`config.mk`:
```
export PLATFORM = sky130hd
export DESIGN_NAME = gmc_top
export DESIGN_NICKNAME = d
export VERILOG_FILES = /design/src/inc/gmc_pkg.sv /design/src/rtl/gmc_top.sv
export SDC_FILE = /design/constraint.sdc
export NUM_CORES = 1
export LEC_CHECK = 0
export BUFFER_PORTS_ARGS = -buffer_cell sky130_fd_sc_hd__buf_2
export CAP_MARGIN = 20
export CORE_MARGIN = 5
export CORE_UTILIZATION = 39
export CTS_BUF_LIST = sky130_fd_sc_hd__clkbuf_4
export DETAILED_ROUTE_END_ITERATION = 8
export HOLD_SLACK_MARGIN = 0.03
export PLACE_DENSITY = 0.82
export RECOVER_POWER = 50
export SLEW_MARGIN = 0
export SYNTH_ARGS = -nofsm -noshare
export SYNTH_HDL_FRONTEND = slang
export SYNTH_SLANG_ARGS = --single-unit
```
`constraint.sdc`:
```
create_clock -name ref_clk -period 1.6 [get_ports ref_clk]
set_clock_uncertainty 0.15 [all_clocks]
set_input_delay 0.08 -clock ref_clk [delete_from_list [all_inputs] [get_ports ref_clk]]
set_output_delay 0.08 -clock ref_clk [all_outputs]
set_load 0.02 [all_outputs]
```
`src/inc/gmc_pkg.sv`:
```
// Package for the GPIO ports and mode configuration block
package gmc_pkg;
	// ------------------------------------------------------------
	// Register map
	// ------------------------------------------------------------
	localparam logic [15:0] MODE_CFG_ADDR     = 16'hF088; // ram_and_irq_mode_config
	localparam logic [7:0]  MODE_CFG_RESET    = 8'h00;
	localparam logic [7:0]  MODE_CFG_WR_MASK  = 8'h0F;    // Bits 7..4 reserved
	localparam int          BLOCK_BIT         = 0;        // code_ram_write_block
	localparam int          SPLIT_LSB         = 1;        // ram_split_select[1:0]
	localparam int          POLARITY_BIT      = 3;        // host_irq_polarity
	// ------------------------------------------------------------
	// RAM split encodings and code limits (byte sizes)
	// ------------------------------------------------------------
	localparam logic [1:0]  SPLIT_32K_CODE    = 2'h0;
	localparam logic [1:0]  SPLIT_16K_CODE    = 2'h1;
	localparam logic [1:0]  SPLIT_8K_CODE     = 2'h2;
	localparam logic [1:0]  SPLIT_RESERVED    = 2'h3;
	localparam logic [16:0] CODE_SIZE_32K     = 17'h08000;
	localparam logic [16:0] CODE_SIZE_16K     = 17'h04000;
	localparam logic [16:0] CODE_SIZE_8K      = 17'h02000;
	localparam logic [16:0] SHARED_RAM_BYTES  = 17'h0A000; // 40K
	// ------------------------------------------------------------
	// Port bit roles
	// ------------------------------------------------------------
	localparam logic [7:0]  P2_OPEN_DRAIN     = 8'h0E; // Port 2 bits 1..3
	localparam logic [7:0]  P2_PD_CAPABLE     = 8'h7F; // Port 2 pin 7 pullup only
	localparam logic [7:0]  P3_PD_CAPABLE     = 8'hFC; // Port 3 pins 0,1 pullup only
	localparam logic [7:0]  P3_WAKE_CAPABLE   = 8'h3C; // Port 3 bits 2..5
	localparam logic [7:0]  PORT_RESET        = 8'hFF; // Latches idle high
endpackage : gmc_pkg

```
`src/rtl/gmc_top.sv`:
```
// GPIO ports 2 and 3 with quasi-bidirectional drive except open drain port 2 bits 1..3, plus the mode configuration register
`timescale 1ns/1ps
module gmc_top
	import gmc_pkg::*;
(
	input  wire logic        ref_clk,
	input  wire logic        reset_n,         // Power-up or watchdog reset
	input  wire logic        clk_en,
	input  wire logic        bus_reset,       // Host bus reset, does not touch mode
	// Special function register access from the microcontroller
	input  wire logic [15:0] xaddr,
	input  wire logic        xwr,
	input  wire logic        xrd,
	input  wire logic [7:0]  xwdata,
	output logic      [7:0]  xrdata,
	// Port bit access (bit addressable)
	input  wire logic [7:0]  p2_wr_mask,
	input  wire logic [7:0]  p2_wr_data,
	input  wire logic [7:0]  p3_wr_mask,
	input  wire logic [7:0]  p3_wr_data,
	output logic      [7:0]  p2_pin_value,
	output logic      [7:0]  p3_pin_value,
	output logic      [7:0]  p2_latch,
	output logic      [7:0]  p3_latch,
	// Serial port alternate function
	input  wire logic        serial_enable,
	input  wire logic        serial_tx_data,
	output logic             serial_rx_pin,
	// Pins, split into input, output and output enable
	input  wire logic [7:0]  p2_in,
	output logic      [7:0]  p2_out,
	output logic      [7:0]  p2_oe,
	input  wire logic [7:0]  p3_in,
	output logic      [7:0]  p3_out,
	output logic      [7:0]  p3_oe,
	output logic      [3:0]  wake_pins,
	// Code RAM write gating
	input  wire logic        code_wr_req,
	input  wire logic [15:0] code_wr_addr,
	output logic             code_wr_en,
	output logic      [16:0] code_size,
	output logic      [16:0] fifo_size,
	// Host interrupt pin
	input  wire logic        host_irq_req,
	output logic             host_irq_pin
);
	import gmc_pkg::*;

	// ------------------------------------------------------------
	// Mode configuration register
	// ------------------------------------------------------------
	logic [7:0] mode_reg;
	logic [7:0] mode_next;

	// Only writable bits stored; bus reset has no effect
	always_comb begin
		mode_next = mode_reg;
		if (xwr && xaddr == MODE_CFG_ADDR) begin
			mode_next = xwdata & MODE_CFG_WR_MASK;
		end
	end

	always_ff @(posedge ref_clk or negedge reset_n) begin
		if (!reset_n) begin
			mode_reg <= MODE_CFG_RESET;
		end else if (clk_en) begin
			mode_reg <= mode_next;
		end
	end

	logic       write_block;
	logic [1:0] split_sel;
	logic       irq_low;
	assign write_block = mode_reg[BLOCK_BIT];
	assign split_sel   = mode_reg[SPLIT_LSB +: 2];
	assign irq_low     = mode_reg[POLARITY_BIT];

	// ------------------------------------------------------------
	// Port latches and quasi-bidirectional drive
	// ------------------------------------------------------------
	logic [7:0] p2_reg, p2_next, p3_reg, p3_next;
	logic [7:0] p2_prev_reg, p3_prev_reg;
	logic [7:0] p2_out_reg, p2_oe_reg, p3_out_reg, p3_oe_reg;
	logic [7:0] p2_oe_next, p3_oe_next, p3_drv, p3_out_next;
	logic [7:0] p2_pin_reg, p3_pin_reg;
	logic       rx_reg;

	// Masked bit writes keep other bits untouched
	always_comb begin
		p2_next = (p2_reg & ~p2_wr_mask) | (p2_wr_data & p2_wr_mask);
		p3_next = (p3_reg & ~p3_wr_mask) | (p3_wr_data & p3_wr_mask);
		p3_drv  = p3_next;
		if (serial_enable) begin
			p3_drv[1] = serial_tx_data;
		end
	end

	// Drive enables per bit: low always driven, rising edge driven once except on port 2 open drain bits
	for (genvar i = 0; i < 8; i++) begin : g_bit
		always_comb begin
			if (P2_OPEN_DRAIN[i]) begin
				p2_oe_next[i] = ~p2_next[i];
			end else begin
				p2_oe_next[i] = ~p2_next[i] | (p2_next[i] & ~p2_prev_reg[i]);
			end
			p3_oe_next[i]  = ~p3_drv[i] | (p3_drv[i] & ~p3_prev_reg[i]);
			p3_out_next[i] = p3_drv[i];
		end
	end

	// Register all pin drive and sampled inputs
	always_ff @(posedge ref_clk or negedge reset_n) begin
		if (!reset_n) begin
			p2_reg      <= PORT_RESET;
			p3_reg      <= PORT_RESET;
			p2_prev_reg <= PORT_RESET;
			p3_prev_reg <= PORT_RESET;
			p2_out_reg  <= PORT_RESET;
			p3_out_reg  <= PORT_RESET;
			p2_oe_reg   <= 8'h00;
			p3_oe_reg   <= 8'h00;
			p2_pin_reg  <= PORT_RESET;
			p3_pin_reg  <= PORT_RESET;
			rx_reg      <= 1'b1;
		end else if (clk_en) begin
			p2_reg      <= p2_next;
			p3_reg      <= p3_next;
			p2_prev_reg <= p2_next;
			p3_prev_reg <= p3_drv;
			p2_out_reg  <= p2_next;
			p3_out_reg  <= p3_out_next;
			p2_oe_reg   <= p2_oe_next;
			p3_oe_reg   <= p3_oe_next;
			p2_pin_reg  <= p2_in;
			p3_pin_reg  <= p3_in;
			rx_reg      <= p3_in[0];
		end
	end

	// ------------------------------------------------------------
	// Code RAM gating, partition and interrupt polarity
	// ------------------------------------------------------------
	logic [16:0] code_lim;
	logic        wr_en_reg, irq_reg;
	logic [16:0] code_size_reg, fifo_size_reg;
	logic [7:0]  rdata_reg;

	// Partition select; reserved code keeps the default split
	always_comb begin
		case (split_sel)
			SPLIT_16K_CODE: code_lim = CODE_SIZE_16K;
			SPLIT_8K_CODE:  code_lim = CODE_SIZE_8K;
			default:        code_lim = CODE_SIZE_32K;
		endcase
	end

	// Gate writes, size outputs, polarity and readback
	always_ff @(posedge ref_clk or negedge reset_n) begin
		if (!reset_n) begin
			wr_en_reg     <= 1'b0;
			irq_reg       <= 1'b0;
			code_size_reg <= CODE_SIZE_32K;
			fifo_size_reg <= SHARED_RAM_BYTES - CODE_SIZE_32K;
			rdata_reg     <= 8'h00;
		end else if (clk_en) begin
			wr_en_reg     <= code_wr_req && !write_block && ({1'b0, code_wr_addr} < code_lim);
			irq_reg       <= host_irq_req ^ irq_low;
			code_size_reg <= code_lim;
			fifo_size_reg <= SHARED_RAM_BYTES - code_lim;
			rdata_reg     <= (xrd && xaddr == MODE_CFG_ADDR) ? mode_reg : 8'h00;
		end
	end

	assign xrdata        = rdata_reg;
	assign p2_pin_value  = p2_pin_reg;
	assign p3_pin_value  = p3_pin_reg;
	assign p2_latch      = p2_reg;
	assign p3_latch      = p3_reg;
	assign serial_rx_pin = rx_reg;
	assign p2_out        = p2_out_reg;
	assign p2_oe         = p2_oe_reg;
	assign p3_out        = p3_out_reg;
	assign p3_oe         = p3_oe_reg;
	assign wake_pins     = p3_pin_reg[5:2];
	assign code_wr_en    = wr_en_reg;
	assign code_size     = code_size_reg;
	assign fifo_size     = fifo_size_reg;
	assign host_irq_pin  = irq_reg;

	// ------------------------------------------------------------
	// Assertions
	// ------------------------------------------------------------
	property p_mode_rsv;
		@(posedge ref_clk) disable iff (!reset_n) mode_reg[7:4] == 4'h0;
	endproperty
	a_mode_rsv: assert property (p_mode_rsv) else $error("reserved mode bits set");

	property p_bus_reset_keeps;
		@(posedge ref_clk) disable iff (!reset_n) (bus_reset && !xwr && clk_en) |=> $stable(mode_reg);
	endproperty
	a_bus_reset_keeps: assert property (p_bus_reset_keeps) else $error("bus reset changed mode");

	property p_block;
		@(posedge ref_clk) disable iff (!reset_n) (clk_en && write_block && code_wr_req) |=> !code_wr_en;
	endproperty
	a_block: assert property (p_block) else $error("blocked write passed");

	property p_code_max;
		@(posedge ref_clk) disable iff (!reset_n) code_size <= CODE_SIZE_32K && code_size + fifo_size == SHARED_RAM_BYTES;
	endproperty
	a_code_max: assert property (p_code_max) else $error("code size out of range");

	property p_split;
		@(posedge ref_clk) disable iff (!reset_n) (clk_en && split_sel == SPLIT_8K_CODE) |=> code_size == CODE_SIZE_8K;
	endproperty
	a_split: assert property (p_split) else $error("split mismatch");

	property p_polarity;
		@(posedge ref_clk) disable iff (!reset_n) clk_en |=> host_irq_pin == ($past(host_irq_req) ^ $past(irq_low));
	endproperty
	a_polarity: assert property (p_polarity) else $error("irq polarity wrong");

	property p_high_pulse;
		@(posedge ref_clk) disable iff (!reset_n)
			(clk_en && p2_next[0] && !p2_prev_reg[0]) |=> p2_oe[0] && p2_out[0];
	endproperty
	a_high_pulse: assert property (p_high_pulse) else $error("rising drive missing");

	property p_float;
		@(posedge ref_clk) disable iff (!reset_n)
			(clk_en && p2_next[0] && p2_prev_reg[0]) |=> !p2_oe[0];
	endproperty
	a_float: assert property (p_float) else $error("high not released");

	property p_open_drain;
		@(posedge ref_clk) disable iff (!reset_n) (p2_oe & p2_out & P2_OPEN_DRAIN) == 8'h00;
	endproperty
	a_open_drain: assert property (p_open_drain) else $error("open drain drove high");

	c_block: cover property (@(posedge ref_clk) disable iff (!reset_n) write_block && code_wr_req);
	c_split16: cover property (@(posedge ref_clk) disable iff (!reset_n) split_sel == SPLIT_16K_CODE);
	c_irq_low: cover property (@(posedge ref_clk) disable iff (!reset_n) irq_low && host_irq_req);
	c_rise: cover property (@(posedge ref_clk) disable iff (!reset_n) p3_oe[4] && p3_out[4]);
endmodule : gmc_top

```
# [Word-level counts from Yosys, hierarchy flattened]
# Index checks and enable logic that the tools add are counted.
[word_totals] ff_bits=105 latch_bits=0 ram_bits=0 mem_bits_ro=0 inputBits=98 word_cells=92 n_memories=0
[classes] addsub=1 multipliers=0 div=0 n_lt_le_gt_ge=1 eq_ne=3 shifts=0 mux=3 bitwise=64 reduce_logical=6
[op_table] operator="$and 8x8->8" count=4
[op_table] operator="$pmux 16 s2" count=1
[op_table] operator="$not 1->1" count=29
[op_table] operator="$lt 16x17->1" count=1
[op_table] operator="$sub 16x17->17 const A" count=1
[op_table] operator="$eq 16x16->1 const B" count=1
[op_table] operator="$not 8->8" count=2
[op_table] operator="$or 8x8->8" count=2
[op_table] operator="$and 1x1->1" count=13
[op_table] operator="$or 1x1->1" count=13
[op_table] operator="$logic_and 1x1->1" count=4
[op_table] operator="$mux 4" count=1
[op_table] operator="$eq 2x1->1 const B" count=1
[op_table] operator="$eq 2x2->1 const B" count=1
[op_table] operator="$reduce_and 2->1" count=1
[op_table] operator="$logic_not 1->1" count=1
[op_table] operator="$mux 1" count=1
[op_table] operator="$xor 1x1->1" count=1

# [Longest topological paths before layout]
# Gate-level depths: netlist of run 1.
[logic_depth] ltp_word=6 depth_mapped=7 mapped_depth_nobuf=7

# [Least setup slack after synthesis of run 1]
# OpenSTA, ideal clock, no wires.
[synth_timing] kind="register -> register" startpoint="register mode_reg[2]" endpoint="register wr_en_reg (netlist: code_wr_en)" setup_ns=0.121 arrival_ns=1.285 required_time_ns=1.329 slack_ns=0.044 path_stages_with_launch=8 n_path_buf=0 period_less_slack_ns=1.556 cell_sequence="dfrtp_1 inv_1 ha_1 inv_1 ha_1 a21boi_0 o21ai_0 a22o_1"
[synth_between] elab_chain_cells=4
[synth_lines] item="start, declared" line_no="gmc_top.sv:52" text="logic [7:0] mode_reg;"
[synth_lines] item="start signal, assigned" line_no="gmc_top.sv:67" text="mode_reg <= mode_next;"
[synth_lines] item="$eq 2x2->1 / $eq 2x1->1 (equally long branches)" line_no="gmc_top.sv:150" text="case (split_sel)"
[synth_lines] item="$pmux 16 s2 (*)" line_no="gmc_top.sv:150"
[synth_lines] item="net code_lim[14]" line_no="gmc_top.sv:143" text="logic [16:0] code_lim;"
[synth_lines] item="$lt 16x17->1 (*)" line_no="gmc_top.sv:166" text="wr_en_reg <= code_wr_req && !write_block && ({1'b0, code_wr_addr} < code_lim);"
[synth_lines] item="$logic_and 1x1->1 (*)" line_no="gmc_top.sv:166"
[synth_lines] item="end signal, assigned" line_no="gmc_top.sv:166"
[synth_lines] item="end, declared" line_no="gmc_top.sv:144" text="logic wr_en_reg, irq_reg;"
# Mark *: on every way through the listed nets, which the timed path passes. The rest lies on a longest branch.
# A chain may end at the register's enable or synchronous reset.

# [Final worst setup path of run 1]
[layout_timing] startpoint="register mode_reg[1]" endpoint="register wr_en_reg (netlist: code_wr_en)"
# The elaborated chain is that of the path after synthesis.

==> results of run 1 <==
==> placed cells by master, fill, tap and decap left out, drive strengths merged <==
master	Yosys	layout
bufinv	0	1
ha	5	5
and4b	1	1
nand2b	12	12
diode	0	1
conb	1	31
mux2i	4	4
a21boi	1	1
a22o	5	5
dfstp	35	35
nand4	1	1
mux2	44	44
nand2	18	18
nor4b	1	1
nor2	15	15
buf	59	162
a21oi	1	1
nand3	2	2
dfrtp	30	30
dlygate4sd3	0	81
inv	7	7
a31oi	13	13
nor4	2	2
clkinv	0	4
clkbuf	1	18
o21ai	4	4
or3b	1	1
xnor2	1	1
and3	1	1
==> critical path: stages (launching register included) <==
cell and delay (ns):
dfrtp_1 0.39, inv_1 0.07, ha_1 0.29, inv_1 0.05, ha_1 0.18, nor4b_2 0.24
a22o_1 0.17
==> synthesized netlist by cell type <==
master | number | area share, %
a21boi_0 | 1 | 0.24
a21oi_1 | 1 | 0.16
a22o_1 | 5 | 1.4
a31oi_1 | 13 | 2.6
and3_2 | 1 | 0.24
and4b_1 | 1 | 0.31
buf_1 | 3 | 0.35
buf_2 | 3 | 0.47
buf_4 | 53 | 12
clkbuf_1 | 1 | 0.12
conb_1 | 1 | 0.12
dfrtp_1 | 30 | 24
dfstp_2 | 35 | 29
ha_1 | 5 | 2.0
inv_1 | 6 | 0.71
inv_8 | 1 | 0.35
mux2_1 | 4 | 1.4
mux2_2 | 40 | 14
mux2i_1 | 4 | 1.3
nand2_1 | 18 | 2.1
nand2b_1 | 12 | 2.4
nand3_1 | 1 | 0.16
nand3_2 | 1 | 0.31
nand4_1 | 1 | 0.20
nor2_1 | 15 | 1.8
nor4_1 | 1 | 0.20
nor4_4 | 1 | 0.67
nor4b_1 | 1 | 0.27
o21ai_0 | 4 | 0.63
or3b_4 | 1 | 0.35
xnor2_1 | 1 | 0.27
==> power by group <==
part	internal [W]	total, W	switching (W)
clock	0.000498	0.00106	0.000561
sequential	0.00187	0.00199	0.000119
combinational	0.000559	0.00126	0.000701
total	0.00293	0.00431	0.00138
==> logic make-up after synthesis <==
| logic type | Yosys count | share of synthesized area (%) |
|---|---|---|
| buf+inv | 67 | 14.5 |
| flops | 65 | 52.4 |
| simple gates | 54 | 8.96 |
| mux | 48 | 16.8 |
| compound gates | 24 | 4.95 |
| fa+ha+maj | 5 | 1.96 |
| other cells | 1 | 0.118 |
| xor+xnor | 1 | 0.275 |
==> cell type report <==
class | instances | area, sq um
diodes | 1 | 2.50
inverters | 7 | 33.8
flip-flops and latches | 65 | 1670
repair buffers | 250 | 1670
well taps | 105 | 131
clock inverters | 5 | 47.5
clock buffers | 11 | 82.6
fillers | 638 | 3250
multi-input cells | 163 | 1200
==> worst paths after layout <==
kind                                      startpoint                        end  slack [ns]  depth (start not counted)
max                          mode_reg[1]$_DFFE_PN0P_     code_wr_en$_DFFE_PN0P_     -0.0001                          6
min reg2reg                fifo_size[13]$_DFFE_PN1P_  fifo_size[13]$_DFFE_PN1P_        0.36                          2
min in group asynchronous                    reset_n       p2_oe[3]$_DFFE_PN0P_        0.33                          3
max reg2reg                  mode_reg[1]$_DFFE_PN0P_     code_wr_en$_DFFE_PN0P_     -0.0001                          6
min                                         xaddr[9]    mode_reg[3]$_DFFE_PN0P_        0.06                          5
max in group asynchronous                    reset_n       p3_oe[7]$_DFFE_PN0P_        0.40                          3
==> per-layer routing <==
metal  up-vias  track usage (%)  part of all wire, %
li1       1282                -                    -
met1      1276             17.9                   35
met2       131             32.2                   53
met3        26             5.00                  8.8
met4         0             8.70                  3.0
met5         -                0                    0
==> timing repair <==
action / CTS / global route
gates cloned: 0 / 0
pin swaps: 2 / 3
buffers inserted: 1 / 1
hold buffers: 81 / 0
hold endpoints to repair: 125 / 0
setup endpoints to repair: 1 / 1
gates resized for setup: 8 / 1
==> stage by stage <==
step	worst slack, ns	instance area [sq um]
finish	-0.000132	4840
global route	-0.0688	4840
detailed placement	-0.0468	3860
CTS	0.00779	4840
global placement	0.00274	3860
floorplan	0.0445	3300
==> summary.md, run 1 <==
| Metric | Value |
|---|---|
| H-tree depth | `3` |
| Fraction of the yosys area taken by sequential cells | `52.4%` |
| Status | `complete, but fails checks` |
| Avg Inst Size Synth | `12.0 sq um` |
| Vias | `2715` |
| Row cnt | `33` |
| Clock sinks | `65` |
| Die H | `100 um` |
| Final Hold Vio Count | `0` |
| Peak Freq | `625 MHz` |
| Pins Over Slew Limit | `0` |
| Post-route ant nets | `0` |
| CTS Buf Count | `9` |
| Pin count of the biggest net entering global routing | `66` |
| Via density | `4.47` |
| Synth Warn # | `0` |
| Clk Latency, worst-skew pair | `0.39 ns` |
| Critical Path RT | `1.78 ns` |
| DRT Pass-1 Iters | `4` |
| Worst slew margin | `41.5%` |
| Global-route wire length before repair | `13900 um` |
| Layout area overhead | `51.9%` |
| RSZ-0062 raised after global routing | `yes` |
| Die X-Extent | `100 um` |
| CTS tree | `built` |
| Final setup viols | `1` |
| Worst-Margin Slew | `0.877 ns` |
| Cells after Synth | `265` |
| Max VDD drop | `0.519 mV` |
| Maximum buffer depth of the clock tree | `2` |
| Total GRT Usage | `17.5%` |
| Number of global-route vias before repair | `2905` |
| DRC viols | `0` |
| CTS Root Cell | `clkbuf_4` |
| CP arrival | `1.78 ns` |
| Pwr dens | `890 mW/mm^2` |
| Core Box Area | `0.00809 sq mm` |
| Synthesized area | `0.00319 sq mm` |
| Leak | `2.34 nW` |
| Routed WL | `8770 um` |
| Gpl congestion | `0.713` |
| Grt ovf | `0` |
| Initial Util | `39.4%` |
| Nets | `599` |
| Final period util | `100%` |
| Initial antenna violation count | `0` |
| Final total power | `0.00431 W` |
| Post-synthesis register bit count | `65` |
| Worst Hold Slack | `0.0563 ns` |
| Die area | `0.0101 sq mm` |
| IO Port Bufs | `161` |
| Setup TNS | `-0.000132 ns` |
| Worst setup SP type | `register` |
| CP Capture Type | `register` |
| Initial DRC count | `85` |
| Placed insts | `507` |
| Min-Delay Path Class | `input pin to register` |
| Worst-path fanout max | `3` |
| HPWL after DPL | `5560 um` |
| Netlist cell types | `31` |
| I/O pins | `211` |
| Final setup margin | `-0.000132 ns` |
| Fraction of layout instances using a drive strength above 1 | `48.5%` |
| WL/cell | `14.4 um` |
| CP Class | `register to register` |
| Layout Cells excl Fill | `607` |
| Clock transition at path regs | `0.10 ns` |
| Final core occ | `59.8%` |
| Failing checks | `setup timing` |
| Max-cap violation count | `0` |
| Minimum clock period | `1.60 ns` |
No activity file was read; power rests on OpenSTA's default activity.
==> run 2, diff against run 1 <==
--- a/config.mk
+++ b/config.mk
@@ -9,7 +9,7 @@
 export CAP_MARGIN = 20
 export CORE_MARGIN = 5
 export CORE_UTILIZATION = 39
-export CTS_BUF_LIST = sky130_fd_sc_hd__clkbuf_4
+export CTS_BUF_LIST = sky130_fd_sc_hd__clkbuf_8
 export DETAILED_ROUTE_END_ITERATION = 8
 export HOLD_SLACK_MARGIN = 0.03
 export PLACE_DENSITY = 0.82
==> summary.md, run 2 (synthesis gave the netlist of run 1 again) <==
| Metric | Value |
|---|---|
| Status | `complete, no violations` |
| Die area | `0.0101 sq mm` |
| CP Class | `input pin to register` |
| H-tree depth | `3` |
| DRC viols | `0` |
| Met2 WL | `4510 um` |
| Final Hold Vio Count | `0` |
| Layout area overhead | `50.3%` |
| Max-cap violation count | `0` |
| Worst Hold Slack | `0.0563 ns` |
| Number of global-route vias before repair | `2944` |
| Total GRT Usage | `17.2%` |
| Nets | `588` |
| Clock sinks | `65` |
| Post-route cell area | `0.00479 sq mm` |
| Maximum buffer depth of the clock tree | `2` |
| Met1 WL | `2990 um` |
| Min-Delay Path Class | `input pin to register` |
| Clock transition at path regs | `0.07 ns` |
| I/O pins | `211` |
| Global-route wire length before repair | `13700 um` |
| RSZ-0062 raised after global routing | `yes` |
| CP Capture Type | `register` |
| Max layer used | `met4` |
| Initial antenna violation count | `0` |
| # diodes | `0` |
| Final period util | `99.8%` |
| Worst setup SP type | `input pin` |
| CP arrival | `1.70 ns` |
| Die H | `100 um` |
| Clk Latency, worst-skew pair | `0.33 ns` |
| Die X-Extent | `100 um` |
| IO Port Bufs | `161` |
| Max VDD drop | `0.735 mV` |
| Initial Util | `39.4%` |
| Initial DRC count | `71` |
| FF+latch area | `0.00167 sq mm` |
| Pwr dens | `963 mW/mm^2` |
| Leak | `2.33 nW` |
| Met3 wire length | `789 um` |
| Core Box Area | `0.00809 sq mm` |
| Dpl cell area | `0.00386 sq mm` |
| Routed WL | `8570 um` |
| Grt ovf | `0` |
| Area of the multi-input gates | `0.00119 sq mm` |
| Most common cell after layout, fill and taps aside | `buf_2` |
| Worst-path fanout max | `2` |
| Final setup viols | `0` |
| DRT Pass-1 Iters | `4` |
| Pin count of the biggest net entering global routing | `66` |
| Vias | `2672` |
| Worst-Margin Slew | `0.862 ns` |
| Commonest non-fill, non-tap cells in the layout | `148 x buf_2, 70 x dlygate4sd3_1, 37 x mux2_2, 31 x conb_1, 30 x dfrtp_1` |
| HPWL after DPL | `5560 um` |
| CTS Buf Count | `9` |
| Critical Path RT | `1.71 ns` |
| CTS tree | `built` |
| Pins Over Slew Limit | `0` |
| Fill count | `641` |
| Gpl congestion | `0.713` |
| Via density | `4.49` |
| Fraction of layout instances using a drive strength above 1 | `50.0%` |
| Worst slew margin | `42.5%` |
| CTS Root Cell | `clkbuf_8` |
| Post-route ant nets | `0` |
| Row cnt | `33` |
| WL/cell | `14.4 um` |
| Peak Freq | `626 MHz` |
| Minimum clock period | `1.60 ns` |
## run 2: cell types whose count changed in the layout (fill, tap and decap cells not counted), moves of 2 or more
cell	delta
inv_1	+2
mux2_1	+3
dlygate4sd3_1	-11
mux2_2	-3
clkbuf_1	+5
dfstp_2	+12
clkbuf_8	+11
clkinv_1	-2
buf_2	-7
dfstp_1	-12
clkbuf_4	-11
## run 2: path summary, 6_finish.rpt
path / from / cells past startpoint / end / slack, ns
worst max-delay path: p3_wr_mask[0] / 5 / p3_latch[0]$_DFFE_PN1P_ / 0.003
worst min-delay path: p3_wr_mask[1] / 4 / p3_oe[1]$_DFFE_PN0P_ / 0.06
worst max register to register: mode_reg[2]$_DFFE_PN0P_ / 7 / code_wr_en$_DFFE_PN0P_ / 0.02
worst min register to register: fifo_size[13]$_DFFE_PN1P_ / 2 / fifo_size[13]$_DFFE_PN1P_ / 0.36
max in group asynchronous: reset_n / 3 / p3_oe[7]$_DFFE_PN0P_ / 0.36
min in group asynchronous: reset_n / 3 / p2_oe[3]$_DFFE_PN0P_ / 0.39
## run 2: where the power goes
group | internal, W | switching [W] | total, W
logic | 0.000526 | 0.000690 | 0.00122
registers | 0.00189 | 0.000117 | 0.00200
clock network | 0.000789 | 0.000601 | 0.00139
## run 2: stage by stage
stage / setup WS [ns] / instances / total power, W / setup TNS, ns / util, %
2_1_floorplan: 0.0445 / 295 / 0.00280 / 0 / -
3_3_place_gp: 0.00274 / 507 / 0.00305 / 0 / 47.8
3_5_place_dp: -0.0468 / 507 / 0.00308 / -0.0468 / 47.8
4_1_cts: 0.00168 / 600 / 0.00471 / 0 / 60.0
5_1_grt: -0.0570 / 595 / 0.00486 / -0.0570 / 59.2
6_report: 0.00326 / 595 / 0.00461 / 0 / 59.2
## run 2: final cells by class
class                           instances  share of cell area [%]
Multi-Input combinational cell        163                    24.8
Clock buffer                           11                    3.16
Clock inverter                          5                   0.993
Timing Repair Buffer                  239                    32.7
Inverter                                7                   0.706
Tap cell                              105                    2.74
Sequential cell                        65                    34.9
## run 2: metal layers
layer,vias up,global-route usage [%]
met4,0,8.70
li1,1252,-
met3,25,5.42
met2,138,31.5
met1,1257,17.4
met5,-,0
## run 2: timing repair
item,4_1_cts,5_1_grt
resized for setup,7,4
cloned,0,0
buffers inserted,1,1
pin swaps,2,3
endpoints found under the hold margin,125,0
endpoints found under the setup margin,1,12
hold buffers,76,0
## run 2: critical path, stage by stage
cell and delay (ns):
dlygate4sd3_1 0.54, buf_2 0.13, nand2_1 0.06, mux2_2 0.33, dlygate4sd3_1 0.56
==> run 3, diff against run 2 <==
--- a/config.mk
+++ b/config.mk
@@ -5,14 +5,15 @@
 export SDC_FILE = /design/constraint.sdc
 export NUM_CORES = 1
 export LEC_CHECK = 0
+export ABC_AREA = 1
 export BUFFER_PORTS_ARGS = -buffer_cell sky130_fd_sc_hd__buf_2
 export CAP_MARGIN = 20
 export CORE_MARGIN = 5
-export CORE_UTILIZATION = 39
+export CORE_UTILIZATION = 40
 export CTS_BUF_LIST = sky130_fd_sc_hd__clkbuf_8
 export DETAILED_ROUTE_END_ITERATION = 8
 export HOLD_SLACK_MARGIN = 0.03
-export PLACE_DENSITY = 0.82
+export PLACE_DENSITY = 0.83
 export RECOVER_POWER = 50
 export SLEW_MARGIN = 0
 export SYNTH_ARGS = -nofsm -noshare
==> summary.md, run 3 <==
| Metric | Value |
|---|---|
| Area share of the largest cell type after synthesis | `27.6%` |
| Fraction of layout instances using a drive strength above 1 | `34.5%` |
| Die area | `0.0102 sq mm` |
| Peak Freq | `649 MHz` |
| FF-to-FF Start | `mode_reg[2]$_DFFE_PN0P_` |
| Final period util | `96.3%` |
| Minimum clock period | `1.54 ns` |
| Ys async rst share | `100%` |
| Max-cap violation count | `0` |
| Area of the multi-input gates | `0.00113 sq mm` |
| Max incr delay on CP | `0.43 ns` |
| Combinational fraction of design power | `25.8%` |
| Post-synth top cells | `103 x nand2_1, 56 x buf_4, 42 x inv_1, 35 x dfstp_2` |
| CTS Buf Count | `9` |
| Hold Crit Depth | `5` |
| Sw Share | `32.5%` |
| Clk Latency, worst-skew pair | `0.32 ns` |
| Routed WL | `9000 um` |
| Final core occ | `58.2%` |
| Synthesized area | `0.00333 sq mm` |
| Leading area contributor after synthesis | `dfstp_2` |
| Layout area overhead | `43.1%` |
| Cells after Synth | `378` |
| Initial DRC count | `116` |
| Setup TNS | `0 ns` |
| Post-synth EDFFs | `0` |
| Vias | `3152` |
| Die H | `101 um` |
| Worst-Margin Slew | `0.858 ns` |
| Nets | `693` |
| CP Capture Type | `register` |
| Initial antenna violation count | `0` |
| Pins Over Slew Limit | `0` |
| Total GRT Usage | `17.4%` |
| Min-Delay Path Class | `input pin to register` |
| Maximum buffer depth of the clock tree | `2` |
| Worst-path fanout max | `5` |
| Pin count of the biggest net entering global routing | `66` |
| RSZ-0062 raised after global routing | `no` |
| Max VDD drop | `0.397 mV` |
| Grt ovf | `0` |
| CTS tree | `built` |
| Synth Flop Type | `dfstp_2` |
| Final Hold Vio Count | `1` |
| Post-synthesis register bit count | `65` |
| Most common cell after layout, fill and taps aside | `buf_2` |
| Fraction of the yosys area taken by sequential cells | `50.2%` |
| Clock share of power | `26.7%` |
| Status | `complete, but fails checks` |
| Switching Power | `0.00135 W` |
| Final setup viols | `0` |
| Via density | `4.50` |
| CP Class | `register to register` |
| Pwr dens | `869 mW/mm^2` |
| Leak | `2.57 nW` |
| H-tree depth | `3` |
| Hold EP | `p3_latch[1]$_DFFE_PN1P_` |
| Global-route wire length before repair | `14200 um` |
| Synth Warn # | `0` |
| Int Pwr | `0.00279 W` |
| Clock sinks | `65` |
| Netlist cell types | `29` |
| CTS Root Cell | `clkbuf_8` |
| DRT Pass-1 Iters | `6` |
| Crit-path most repeated cell | `ha_1` |
| # diodes | `0` |
| Count leader, synth | `nand2_1` |
| Die X-Extent | `101 um` |
| IO Port Bufs | `161` |
| Worst slew margin | `42.8%` |
| Reg power frac | `47.5%` |
| DRC viols | `0` |
| Area contributors post-synth | `dfstp_2 28%, dfrtp_1 23%, buf_4 13%` |
| Gpl congestion | `0.762` |
| Initial Util | `40.7%` |
| Worst setup SP type | `register` |
| Post-route ant nets | `0` |
| Slowest CP cell | `dfrtp_2` |
| RR Endpoint | `code_wr_en$_DFFE_PN0P_` |
| WL/cell | `12.9 um` |
| Avg Inst Size Synth | `8.80 sq um` |
| Critical Path RT | `1.66 ns` |
| Worst Hold Slack | `-0.00979 ns` |
| HPWL after DPL | `5940 um` |
| Number of global-route vias before repair | `3198` |
| Critical-path cell list | `ha_1, inv_1, ha_1, a21boi_1, o21ai_1` |
| Core Box Area | `0.00818 sq mm` |
| Fill count | `692` |
| Clock transition at path regs | `0.07 ns` |
| CP arrival | `1.60 ns` |
| I/O pins | `211` |
| Commonest non-fill, non-tap cells in the layout | `151 x buf_2, 102 x nand2_1, 65 x dlygate4sd3_1, 44 x inv_1, 31 x conb_1` |
| Hold Startpoint | `p3_wr_data[1]` |
| R2R setup slack | `0.06 ns` |
| FF+latch area | `0.00167 sq mm` |
| Cells on worst reg2reg path | `5` |
| Failing checks | `hold timing` |
| Row cnt | `33` |
[run 3: worst max-delay path by stage]
stage	from	to	cells past startpoint
3_5_place_dp	mode_reg[1]$_DFFE_PN0P_	code_wr_en$_DFFE_PN0P_	6
5_1_grt	mode_reg[1]$_DFFE_PN0P_	code_wr_en$_DFFE_PN0P_	6
2_1_floorplan	mode_reg[1]$_DFFE_PN0P_	code_wr_en$_DFFE_PN0P_	6
6_report	mode_reg[2]$_DFFE_PN0P_	code_wr_en$_DFFE_PN0P_	5
4_1_cts	mode_reg[2]$_DFFE_PN0P_	code_wr_en$_DFFE_PN0P_	5
3_3_place_gp	mode_reg[1]$_DFFE_PN0P_	code_wr_en$_DFFE_PN0P_	6
[run 3: kinds of logic (layout without fill, tap and decap cells)]
logic type	count (synthesis)	in the layout	synth area share, %
AND/OR/NAND/NOR	136	136	16.8
buffers and inverters	107	294	19.2
multiplexers	1	1	0.338
adder cells (fa/ha/maj)	5	5	1.88
flip-flops	65	65	50.2
other	1	31	0.113
XOR/XNOR	1	1	0.263
AO/OA/AOI/OAI	62	62	11.1
[run 3: final cells by class]
type,count,area share (%)
flip-flops and latches,65,35.1
repair buffers,234,31.6
multi-input cells,236,23.8
inverters,44,3.52
well taps,105,2.76
clock buffers,9,2.60
clock inverters,7,0.657
[run 3: repair_timing]
action | 4_1_cts | 5_1_grt
resized for setup | 0 | 4
gates cloned | 0 | 0
setup buffers | 2 | 1
hold buffers | 66 | 1
endpoints found under the setup margin | 1 | 3
endpoints found under the hold margin | 124 | 1
[run 3: metal layers]
metal / vias up / wire length [um] / GRT usage (%)
met5: - / 0 / 0
met4: 0 / 170 / 7.36
met3: 16 / 612 / 4.27
met2: 139 / 4810 / 32.3
met1: 1473 / 3410 / 18.6
li1: 1524 / - / -
[run 3: per-stage QoR]
step           setup WS, ns  instance area [sq um]  total power, W  std cells
2_1_floorplan         0.125                   3440         0.00271        408
3_3_place_gp         0.0658                   3960         0.00294        616
5_1_grt            0.000503                   4760         0.00440        700
4_1_cts             0.00191                   4790         0.00423        700
3_5_place_dp        -0.0156                   3960         0.00297        616
6_report             0.0585                   4760         0.00414        700
[run 3: power groups by stage]
stage / registers, W / clock network [W] / logic (W)
detailed placement: 0.00200 / 0 / 0.000965
finish: 0.00197 / 0.00110 / 0.00107
global placement: 0.00199 / 0 / 0.000948
floorplan: 0.00219 / 0 / 0.000519
CTS: 0.00198 / 0.00117 / 0.00108
global route: 0.00199 / 0.00124 / 0.00116
[run 3: critical path, delay by kind of cell (launching register included)]
family	cells	cell delay, ns
AO/OA/AOI/OAI	2	0.23
adder cells (fa/ha/maj)	2	0.56
buffers and inverters	1	0.07
flip-flops	1	0.43
